--- src/sdio_pkg.sv ---
package sdio_pkg;

  localparam int SDIO_CHANNELS = 32;
  localparam int SDIO_BYTE_W = 8;
  localparam int SDIO_HALF_CH = 16;
  localparam int SDIO_ADDR_W = 10;
  localparam int SDIO_SW_W = 6;
  localparam int SDIO_WIN_LSB = 3;
  localparam int SDIO_WIN_MSB = 8;
  localparam int SDIO_A9_BIT = 9;
  localparam int SDIO_OFF_W = 3;
  localparam int SDIO_DIV_W = 17;

  // port offsets inside the window
  localparam logic [2:0] SDIO_OFF_PORT0 = 3'h0;
  localparam logic [2:0] SDIO_OFF_PORT1 = 3'h1;
  localparam logic [2:0] SDIO_OFF_PORT2 = 3'h2;
  localparam logic [2:0] SDIO_OFF_PORT3 = 3'h3;

  // reset values
  localparam logic [31:0] SDIO_DO_RST = 32'h0000_0000;
  localparam logic [31:0] SDIO_DI_RST = 32'h0000_0000;
  localparam logic [7:0] SDIO_DATA_RST = 8'h00;

  // reference clock timing
  localparam longint SDIO_REF_HZ = 200_000_000;
  localparam longint SDIO_F1M_HZ = 1_000_000;
  localparam longint SDIO_F100K_HZ = 100_000;
  localparam longint SDIO_F10K_HZ = 10_000;
  localparam int SDIO_HALF_1M = int'(SDIO_REF_HZ / (2 * SDIO_F1M_HZ));
  localparam int SDIO_HALF_100K = int'(SDIO_REF_HZ / (2 * SDIO_F100K_HZ));
  localparam int SDIO_HALF_10K = int'(SDIO_REF_HZ / (2 * SDIO_F10K_HZ));

  typedef enum logic [1:0] {
    SDIO_SCALE_X1 = 2'h0,
    SDIO_SCALE_X2 = 2'h1,
    SDIO_SCALE_HALF = 2'h2,
    SDIO_SCALE_QUARTER = 2'h3
  } sdio_scale_t;

  typedef struct packed {
    logic [9:0] addr;
    logic rdN;
    logic wrN;
    logic [7:0] data;
  } sdio_bus_t;

  typedef struct packed {
    logic [31:0] di;
    logic [1:0] strobe;
    logic [5:0] sw;
    logic [1:0] jumper;
  } sdio_field_t;

  typedef struct packed {
    sdio_bus_t bus;
    sdio_field_t field;
  } sdio_async_t;

  // idle levels of every outside input: strobes and gates high
  localparam sdio_async_t SDIO_ASYNC_IDLE = '{
    bus: '{addr: 10'h000, rdN: 1'b1, wrN: 1'b1, data: 8'h00},
    field: '{di: 32'h0000_0000, strobe: 2'h3, sw: 6'h00, jumper: 2'h0}
  };

  // a bit moves only once stages two and three agree
  function automatic sdio_async_t sdio_agree(input sdio_async_t s2, input sdio_async_t s3,
                                             input sdio_async_t filt);
    logic [$bits(sdio_async_t)-1:0] diff;
    diff = s2 ^ s3;
    return (~diff & s3) | (diff & filt);
  endfunction

  function automatic logic sdio_hit(input logic [9:0] addr, input logic [5:0] sw);
    return addr[SDIO_A9_BIT] && (addr[SDIO_WIN_MSB:SDIO_WIN_LSB] == sw);
  endfunction

  function automatic logic [16:0] sdio_scale_half(input logic [16:0] base, input sdio_scale_t sc);
    case (sc)
      SDIO_SCALE_X2: return base >> 1;
      SDIO_SCALE_HALF: return base << 1;
      SDIO_SCALE_QUARTER: return base << 2;
      default: return base;
    endcase
  endfunction

endpackage

--- src/sdio_clk_div.sv ---
`timescale 1ns/100ps
module sdio_clk_div
  import sdio_pkg::*;
#(
  parameter int HALF_BASE = SDIO_HALF_1M
) (
  input wire logic ref_clk,
  input wire logic sys_rst,
  input wire sdio_scale_t scale,
  output logic clkOut
);

  typedef struct packed {
    logic [16:0] count;
    logic level;
  } sdio_div_state_t;

  localparam logic [16:0] BASE = 17'(HALF_BASE);

  sdio_div_state_t state;
  sdio_div_state_t next_state;
  logic [16:0] half;

  ////////////////////////////////////////////////////////////////////////////////
  always_comb begin
    half = sdio_scale_half(BASE, scale);
    next_state = state;
    if (state.count >= half - 17'h00001) begin
      next_state.count = 17'h00000;
      next_state.level = ~state.level;
    end else begin
      next_state.count = state.count + 17'h00001;
    end
  end

  always_ff @(posedge ref_clk) begin
    if (sys_rst) begin
      state <= '0;
    end else begin
      state <= next_state;
    end
  end

  assign clkOut = state.level;

endmodule // sdio_clk_div

--- src/sdio_port.sv ---
`timescale 1ns/100ps
module sdio_port
  import sdio_pkg::*;
#(
  parameter int HALF_1M = SDIO_HALF_1M,
  parameter int HALF_100K = SDIO_HALF_100K,
  parameter int HALF_10K = SDIO_HALF_10K
) (
  input wire logic ref_clk,
  input wire logic sys_rst,
  input wire logic [9:0] ioAddr,
  input wire logic ioRdN,
  input wire logic ioWrN,
  input wire logic [7:0] ioDataIn,
  output logic [7:0] ioDataOut,
  output logic ioDataOeN,
  input wire logic [31:0] diPins,
  input wire logic [1:0] inputStrobe,
  input wire logic [5:0] base_select_switch,
  input wire logic [1:0] clock_scale_jumper,
  output logic [31:0] doPins,
  output logic [1:0] inputLatched,
  output logic refClk1M,
  output logic refClk100K,
  output logic refClk10K
);

  typedef struct packed {
    sdio_async_t s1;
    sdio_async_t s2;
    sdio_async_t s3;
    sdio_async_t filt;
    logic [1:0] strobePrev;
    logic [31:0] diHeld;
    logic [1:0] latched;
    logic pendValid;
    logic [2:0] pendOff;
    logic [7:0] pendData;
    logic [31:0] doReg;
    logic [7:0] dataOut;
    logic dataOeN;
  } sdio_port_state_t;

  sdio_port_state_t state;
  sdio_port_state_t next_state;
  sdio_async_t pinNow;
  sdio_bus_t bus;
  sdio_field_t field;
  logic [31:0] diView;
  logic [1:0] strobeFall;
  logic hit;
  logic [2:0] offset;
  logic portSel;
  logic wrActive;
  logic rdActive;
  sdio_scale_t scale;

  ////////////////////////////////////////////////////////////////////////////////
  // pin gathering
  always_comb begin
    pinNow.bus.addr = ioAddr;
    pinNow.bus.rdN = ioRdN;
    pinNow.bus.wrN = ioWrN;
    pinNow.bus.data = ioDataIn;
    pinNow.field.di = diPins;
    pinNow.field.strobe = inputStrobe;
    pinNow.field.sw = base_select_switch;
    pinNow.field.jumper = clock_scale_jumper;
  end

  ////////////////////////////////////////////////////////////////////////////////
  // decode of the filtered bus
  always_comb begin
    bus = state.filt.bus;
    field = state.filt.field;
    hit = sdio_hit(bus.addr, field.sw);
    offset = bus.addr[SDIO_OFF_W-1:0];
    portSel = hit && (offset <= SDIO_OFF_PORT3);
    rdActive = !bus.rdN && portSel;
    wrActive = !bus.wrN && portSel;
    scale = sdio_scale_t'(field.jumper);
  end

  ////////////////////////////////////////////////////////////////////////////////
  // input view per gate half
  always_comb begin
    strobeFall = state.strobePrev & ~field.strobe;
    for (int h = 0; h < 2; h++) begin
      if (field.strobe[h]) begin
        diView[h*SDIO_HALF_CH +: SDIO_HALF_CH] = field.di[h*SDIO_HALF_CH +: SDIO_HALF_CH];
      end else begin
        diView[h*SDIO_HALF_CH +: SDIO_HALF_CH] = state.diHeld[h*SDIO_HALF_CH +: SDIO_HALF_CH];
      end
    end
  end

  ////////////////////////////////////////////////////////////////////////////////
  // next state
  always_comb begin
    next_state = state;

    // three-stage capture of every outside level
    next_state.s1 = pinNow;
    next_state.s2 = state.s1;
    next_state.s3 = state.s2;
    next_state.filt = sdio_agree(state.s2, state.s3, state.filt);

    next_state.strobePrev = field.strobe;

    // transparent while high, frozen from the falling edge on
    for (int h = 0; h < 2; h++) begin
      if (field.strobe[h] || strobeFall[h]) begin
        next_state.diHeld[h*SDIO_HALF_CH +: SDIO_HALF_CH] =
          field.di[h*SDIO_HALF_CH +: SDIO_HALF_CH];
      end
      next_state.latched[h] = !field.strobe[h];
    end

    // remember write cycle contents until the strobe ends
    if (wrActive) begin
      next_state.pendValid = 1'b1;
      next_state.pendOff = offset;
      next_state.pendData = bus.data;
    end else if (bus.wrN) begin
      next_state.pendValid = 1'b0;
    end

    // commit when the write strobe is released
    if (state.pendValid && bus.wrN) begin
      case (state.pendOff)
        SDIO_OFF_PORT0: begin
          next_state.doReg[7:0] = state.pendData;
        end
        SDIO_OFF_PORT1: begin
          next_state.doReg[15:8] = state.pendData;
        end
        SDIO_OFF_PORT2: begin
          next_state.doReg[23:16] = state.pendData;
        end
        SDIO_OFF_PORT3: begin
          next_state.doReg[31:24] = state.pendData;
        end
        default: begin
          next_state.doReg = state.doReg;
        end
      endcase
    end

    // read data and bus drive
    if (rdActive) begin
      next_state.dataOeN = 1'b0;
      case (offset)
        SDIO_OFF_PORT0: begin
          next_state.dataOut = diView[7:0];
        end
        SDIO_OFF_PORT1: begin
          next_state.dataOut = diView[15:8];
        end
        SDIO_OFF_PORT2: begin
          next_state.dataOut = diView[23:16];
        end
        SDIO_OFF_PORT3: begin
          next_state.dataOut = diView[31:24];
        end
        default: begin
          next_state.dataOut = SDIO_DATA_RST;
        end
      endcase
    end else begin
      next_state.dataOeN = 1'b1;
      next_state.dataOut = SDIO_DATA_RST;
    end
  end

  ////////////////////////////////////////////////////////////////////////////////
  // state register
  always_ff @(posedge ref_clk) begin
    if (sys_rst) begin
      // all stages at idle levels, so no false gate fall after reset
      state.s1 <= SDIO_ASYNC_IDLE;
      state.s2 <= SDIO_ASYNC_IDLE;
      state.s3 <= SDIO_ASYNC_IDLE;
      state.filt <= SDIO_ASYNC_IDLE;
      state.strobePrev <= 2'h3;
      state.diHeld <= SDIO_DI_RST;
      state.latched <= 2'h0;
      state.pendValid <= 1'b0;
      state.pendOff <= 3'h0;
      state.pendData <= SDIO_DATA_RST;
      state.doReg <= SDIO_DO_RST;
      state.dataOut <= SDIO_DATA_RST;
      state.dataOeN <= 1'b1;
    end else begin
      state <= next_state;
    end
  end

  ////////////////////////////////////////////////////////////////////////////////
  // outputs
  assign doPins = state.doReg;
  assign ioDataOut = state.dataOut;
  assign ioDataOeN = state.dataOeN;
  assign inputLatched = state.latched;

  ////////////////////////////////////////////////////////////////////////////////
  // reference clock pads
  sdio_clk_div #(
    .HALF_BASE(HALF_1M)
  ) div1M (
    .ref_clk(ref_clk),
    .sys_rst(sys_rst),
    .scale(scale),
    .clkOut(refClk1M)
  );

  sdio_clk_div #(
    .HALF_BASE(HALF_100K)
  ) div100K (
    .ref_clk(ref_clk),
    .sys_rst(sys_rst),
    .scale(scale),
    .clkOut(refClk100K)
  );

  sdio_clk_div #(
    .HALF_BASE(HALF_10K)
  ) div10K (
    .ref_clk(ref_clk),
    .sys_rst(sys_rst),
    .scale(scale),
    .clkOut(refClk10K)
  );

endmodule // sdio_port

--- config.mk ---
export PLATFORM = sky130hd
export DESIGN_NAME = sdio_port
export DESIGN_NICKNAME = d
export VERILOG_FILES = /design/src/sdio_pkg.sv /design/src/sdio_clk_div.sv /design/src/sdio_port.sv
export SDC_FILE = /design/constraint.sdc
export NUM_CORES = 1
export LEC_CHECK = 0
export BUFFER_PORTS_ARGS = -buffer_cell sky130_fd_sc_hd__buf_2
export CAP_MARGIN = 15
export CORE_MARGIN = 10
export CORE_UTILIZATION = 53
export DETAILED_ROUTE_END_ITERATION = 10
export PLACE_DENSITY = 0.77
export SKIP_CTS_REPAIR_TIMING = 1
export SYNTH_ARGS = -nofsm -noshare
export SYNTH_HDL_FRONTEND = slang
export SYNTH_SLANG_ARGS = --single-unit
--- constraint.sdc ---
create_clock -name ref_clk -period 2.6 [get_ports ref_clk]
set_input_delay 0 -clock ref_clk [delete_from_list [all_inputs] [get_ports ref_clk]]
set_output_delay 0 -clock ref_clk [all_outputs]
set_load 0.03 [all_outputs]
After elaboration in Yosys (flattened, before gate mapping)

Cells that the tools add are included.

Flip-flop bits (word level): 391
Output and inout bits: 46
Word-level logic and storage cells: 113

$add $sub $neg: 6
Magnitude comparators: 4
Equal/unequal tests: 10
Mux-type cells: 9
Bitwise operators: 11
Reductions and logical operators: 22

Operators by type and width:

| operator                                                              | number |
|---|---|
| 62-bit bitwise AND                                                    | 2 |
| 62-bit NOT                                                            | 1 |
| 62-bit bitwise OR                                                     | 1 |
| 62-bit XOR                                                            | 1 |
| 17-bit by 1-bit adder with 17-bit output (second input constant)      | 3 |
| 17-bit greater-or-equal comparator                                    | 3 |
| 16-bit case mux with 3 select lines                                   | 1 |
| 12-bit case mux with 3 select lines                                   | 1 |
| 16-bit two-way mux                                                    | 2 |
| 8-bit case mux with 4 select lines                                    | 1 |
| 9-bit case mux with 3 select lines                                    | 1 |
| 16-bit by 1-bit subtractor with 17-bit output (second input constant) | 1 |
| 12-bit by 1-bit subtractor with 13-bit output (second input constant) | 1 |
| 3-bit by 2-bit == test with 1-bit output (second input constant)      | 4 |
| 9-bit by 1-bit subtractor with 10-bit output (second input constant)  | 1 |
| 2-bit AND reduction                                                   | 4 |
| 2-bit OR reduction                                                    | 4 |
| 3-bit by 1-bit == test with 1-bit output (second input constant)      | 2 |
| 6-bit == test                                                         | 1 |
| 3-bit zero test                                                       | 2 |
| 1-bit logical AND                                                     | 5 |
| 2-bit == test (second input constant)                                 | 2 |
| 1-bit zero test                                                       | 4 |
| 1-bit NOT                                                             | 4 |
| other kinds (7)                                                       | 10 |

Logic depth before layout (Yosys ltp)

Depth after elaboration: 6
Gate-level depth with buffers: 12

Hierarchy

Synthesis repeated with hierarchy kept, for this count alone.

Cells, all modules: 1409
Area, all modules: 14096.0 um^2

By module, submodules not included:

| module                 | times used | cells an instance | area each (um^2) | sequential area each (um^2) |
|---|---|---|---|---|
| sdio_port              | 1          | 1094              | 11090.6          | 6746.5 |
| sdio_clk_div (div10K)  | 1          | 127               | 1156.1           | 360.3 |
| sdio_clk_div (div100K) | 1          | 101               | 980.9            | 360.3 |
| sdio_clk_div (div1M)   | 1          | 87                | 868.3            | 360.3 |

Worst setup path after synthesis

OpenSTA, ideal clock, no wires.

Kind: register to register
Start point: register (tool-made name)
End point: register div100K.state[10] in the netlist's numbering
Library setup time: 0.064 ns
Arrival time: 2.673 ns
Required time: 2.536 ns
Path slack: -0.137 ns
Cell stages (with the launch flop): 12
Buffers on the path: 1
Cell sequence: dfxtp_1 > inv_1 > nor2_1 > inv_1 > ha_1 > ha_1 > a21o_2 > a2111oi_4 > o21ai_2 > or4_4 > buf_6 > nor2_1

RTL lines:

| element              | line               | text |
|---|---|---|
| to (signal assigned) | sdio_clk_div.sv:40 | `state <= next_state;` |
| to (decl)            | sdio_clk_div.sv:20 | `sdio_div_state_t state;` |

==> results.sh <==
export IMPL_outcome="complete, but fails checks"
export IMPL_failed_checks="negative hold slack"
export IMPL_worst_path_max_delay_cell="or4_4"
export IMPL_post_route_period_util=0.955
export IMPL_insertion_delay_ns=0.51
export IMPL_wl_per_cell_um=13.7
export IMPL_worstHoldStart="sys_rst"
export IMPL_synthAdderAreaFrac=0.0337
export IMPL_path_delay_family="simple AND/OR/NAND/NOR gates"
export IMPL_crit_chain="inv_2 > buf_4 > nand2_1 > inv_1 > ha_1 > and3_1 > a221oi_1 > nor4_2 > or4_4 > nor2_2"
export IMPL_wirelength_mm=25.9
export IMPL_cts_root_buf="clkbuf_16"
export IMPL_netlist_top_cells_count="dfxtp_1 (391), nor2b_1 (178), nand2_1 (146)"
export IMPL_synth_top_area_share=0.570
export IMPL_ys_seq_elements=391
export IMPL_cts_tree="built"
export IMPL_syn_cell_area_um2=13700
export IMPL_regArea_um2=7830
export IMPL_die_h_um=181
export IMPL_setup_worst_path_start_class="register"
export IMPL_max_slew_worst_pin_slew_ns=0.860
export IMPL_antennaDiodeCount=0
export IMPL_drcViolationCount=0
export IMPL_num_vias=9329
export IMPL_grt_usage=0.144
export IMPL_cts_clk_slew_worst_paths_ns=0.06
export IMPL_critPathKind="register to register"
export IMPL_grt_max_degree=151
export IMPL_grt_first_pass_wirelength_mm=41.0
export IMPL_synthArstFlopShare=0
export IMPL_synth_xor_area_share=0.0255
export IMPL_drt_iter0_drc=428
export IMPL_clock_fmax_mhz=403
export IMPL_hold_class="input pin to register"
export IMPL_multi_input_area_um2=5450
export IMPL_drive_above_1_share=0.151
export IMPL_maxCapViolCount=0
export IMPL_worst_path_buf_inv=3
export IMPL_cts_htree_levels=2
export IMPL_via_per_inst=4.95
export IMPL_dp_slack_ns=-0.00619
export IMPL_synth_top_family_by_area="simple AND/OR/NAND/NOR gates"
export IMPL_reg2reg_slack_ns=0.12
export IMPL_final_util=0.646
export IMPL_place_inst=1752
export IMPL_maxSlewViolCount=0
export IMPL_tns_ns=0
export IMPL_grt_remaining_overflow=0
export IMPL_crit_path_end_kind="register"
export IMPL_fin_ws_ns=0.116
export IMPL_max_slew_margin=0.427
export IMPL_io_pins=110
export IMPL_yosysTopAreaCell="dfxtp_1"
export IMPL_die_area_um2=32800
export IMPL_crit_required_ns=3.04
export IMPL_p_leak_nw=6.76
export IMPL_rr_endpoint="div100K.state[1]$_SDFF_PP0_"
export IMPL_syn_to_final_growth_pct=19.1
export IMPL_cts_sinks=391
export IMPL_slowest_delay_ns=0.53
export IMPL_die_w_um=181
export IMPL_critPathArrivalTime_ns=2.93
export IMPL_synthSimpleGateAreaFrac=0.191
export IMPL_initial_core_util=0.543
export IMPL_dp_hpwl_mm=16.5
export IMPL_period_needed_ns=2.48
export IMPL_hold_end="doPins[7]$_SDFFE_PP0P_"
export IMPL_yosysWarnings=0
export IMPL_fill_cells=1995
export IMPL_syn_area_per_cell_um2=9.92
export IMPL_ys_top_cells_by_area="dfxtp_1 (57%), nor2b_1 (8.1%), mux2i_1 (5.4%), nand2_1 (4.0%), a21oi_1 (3.6%)"
export IMPL_synthCells=1385
export IMPL_finClkSkew_ns=0.0133
export IMPL_peakVddDrop_v=0.000667
export IMPL_critPathMaxFanout=7
export IMPL_clk_path_buf_depth=3
export IMPL_rr_worst_depth=10
export IMPL_power_density_nw_per_um2=741
export IMPL_instances_no_fill=1886
export IMPL_io_buffers=109
export IMPL_synth_seq_area_share=0.570
export IMPL_synth_cell_type_count=49
export IMPL_hold_depth=2
export IMPL_post_synth_top_count_cell="dfxtp_1"
export IMPL_rows=58
export IMPL_cts_inserted_buffers=39
export IMPL_dr_pass1_iters=7
export IMPL_layout_nets=1628
export IMPL_hold_viol_final=7
export IMPL_ant_nets=0
export IMPL_coreArea_um2=25300
export IMPL_antenna_found_initial=0
export IMPL_grt_pass1_vias=8651
export IMPL_synth_edf_count=0
export IMPL_synthMuxAreaShare=0.0547
export IMPL_setup_viol=0
export IMPL_synth_flop_cell="dfxtp_1"
export IMPL_gp_congestion=0.829
export IMPL_synth_compound_area_share=0.0827
export IMPL_hold_ws_ns=-0.0128
-- cell type report --
class,count,area share
sequential,391,0.478
timing repair buffer,188,0.0804
clock inverter,16,0.00986
multi-input combinational,894,0.333
tap,330,0.0252
clock buffer,54,0.0705
inverter,13,0.00298
-- cell usage in the layout (no fill, tap or decap), types with 10 or more instances in the layout --
cell	count
a21oi_1	99
and3_1	11
buf_2	108
buf_4	16
clkbuf_16	41
clkinv_2	11
conb_1	13
dfxtp_1	389
dlygate4sd3_1	62
ha_1	35
inv_1	11
mux2i_1	74
nand2_1	146
nand3_1	16
nand4_1	10
nor2_1	114
nor2b_1	178
o21ai_0	59
o22ai_1	16
or2_2	16
xnor2_1	18
xor2_1	22
-- power by group --
part	internal (mW)	leakage (nW)	switching, mW	total (mW)
registers	6.13	3.19	0.0544	6.18
logic	0.184	2.92	0.156	0.340
clock network	3.40	0.658	2.20	5.60
total	9.71	6.76	2.41	12.1
-- layer usage --
layer / GRT usage / share of wire
met1: 0.191 / 0.47
met2: 0.232 / 0.47
met3: 0.0342 / 0.047
met4: 0.0351 / 0.013
met5: 0 / 0
-- how the worst max path moves through the flow --
stage	cells past startpoint	slack, ns	startpoint	to
3_5_place_dp	10	-0.006	register	div100K.state[13]$_SDFF_PP0_
2_1_floorplan	11	0.01	register	div100K.state[10]$_SDFF_PP0_
4_1_cts	10	-0.02	register	div100K.state[13]$_SDFF_PP0_
5_1_grt	10	-0.01	register	div100K.state[1]$_SDFF_PP0_
3_3_place_gp	10	0.1	register	div100K.state[10]$_SDFF_PP0_
6_report	10	0.12	register	div100K.state[1]$_SDFF_PP0_
-- per-stage QoR --
step	area, um2	power, mW	hold slack [ns]
3_3_place_gp	14400	6.57	0.187
5_1_grt	16400	12.5	0.0442
6_report	16400	12.1	-0.0128
3_5_place_dp	14400	6.58	0.187
2_1_floorplan	13800	6.48	0.104
4_1_cts	15700	12.2	-0.349
-- kinds of logic after synthesis --
group | Yosys count
muxes | 75
adders and majority gates | 37
buffers and inverters | 112
DFF | 391
and+or+nand+nor | 526
AOI/OAI and AO/OA | 202
other | 2
xor gates and xnor gates | 40
-- worst register-to-register path, cell delays in order, from the launching register on --
cell and delay [ns]:
dfxtp_2 0.35, inv_2 0.05, buf_4 0.15, nand2_1 0.14, inv_1 0.12, ha_1 0.28
and3_1 0.16, a221oi_1 0.37, nor4_2 0.13, or4_4 0.53, nor2_2 0.13
Note: power is estimated with default switching activity, not from simulation.
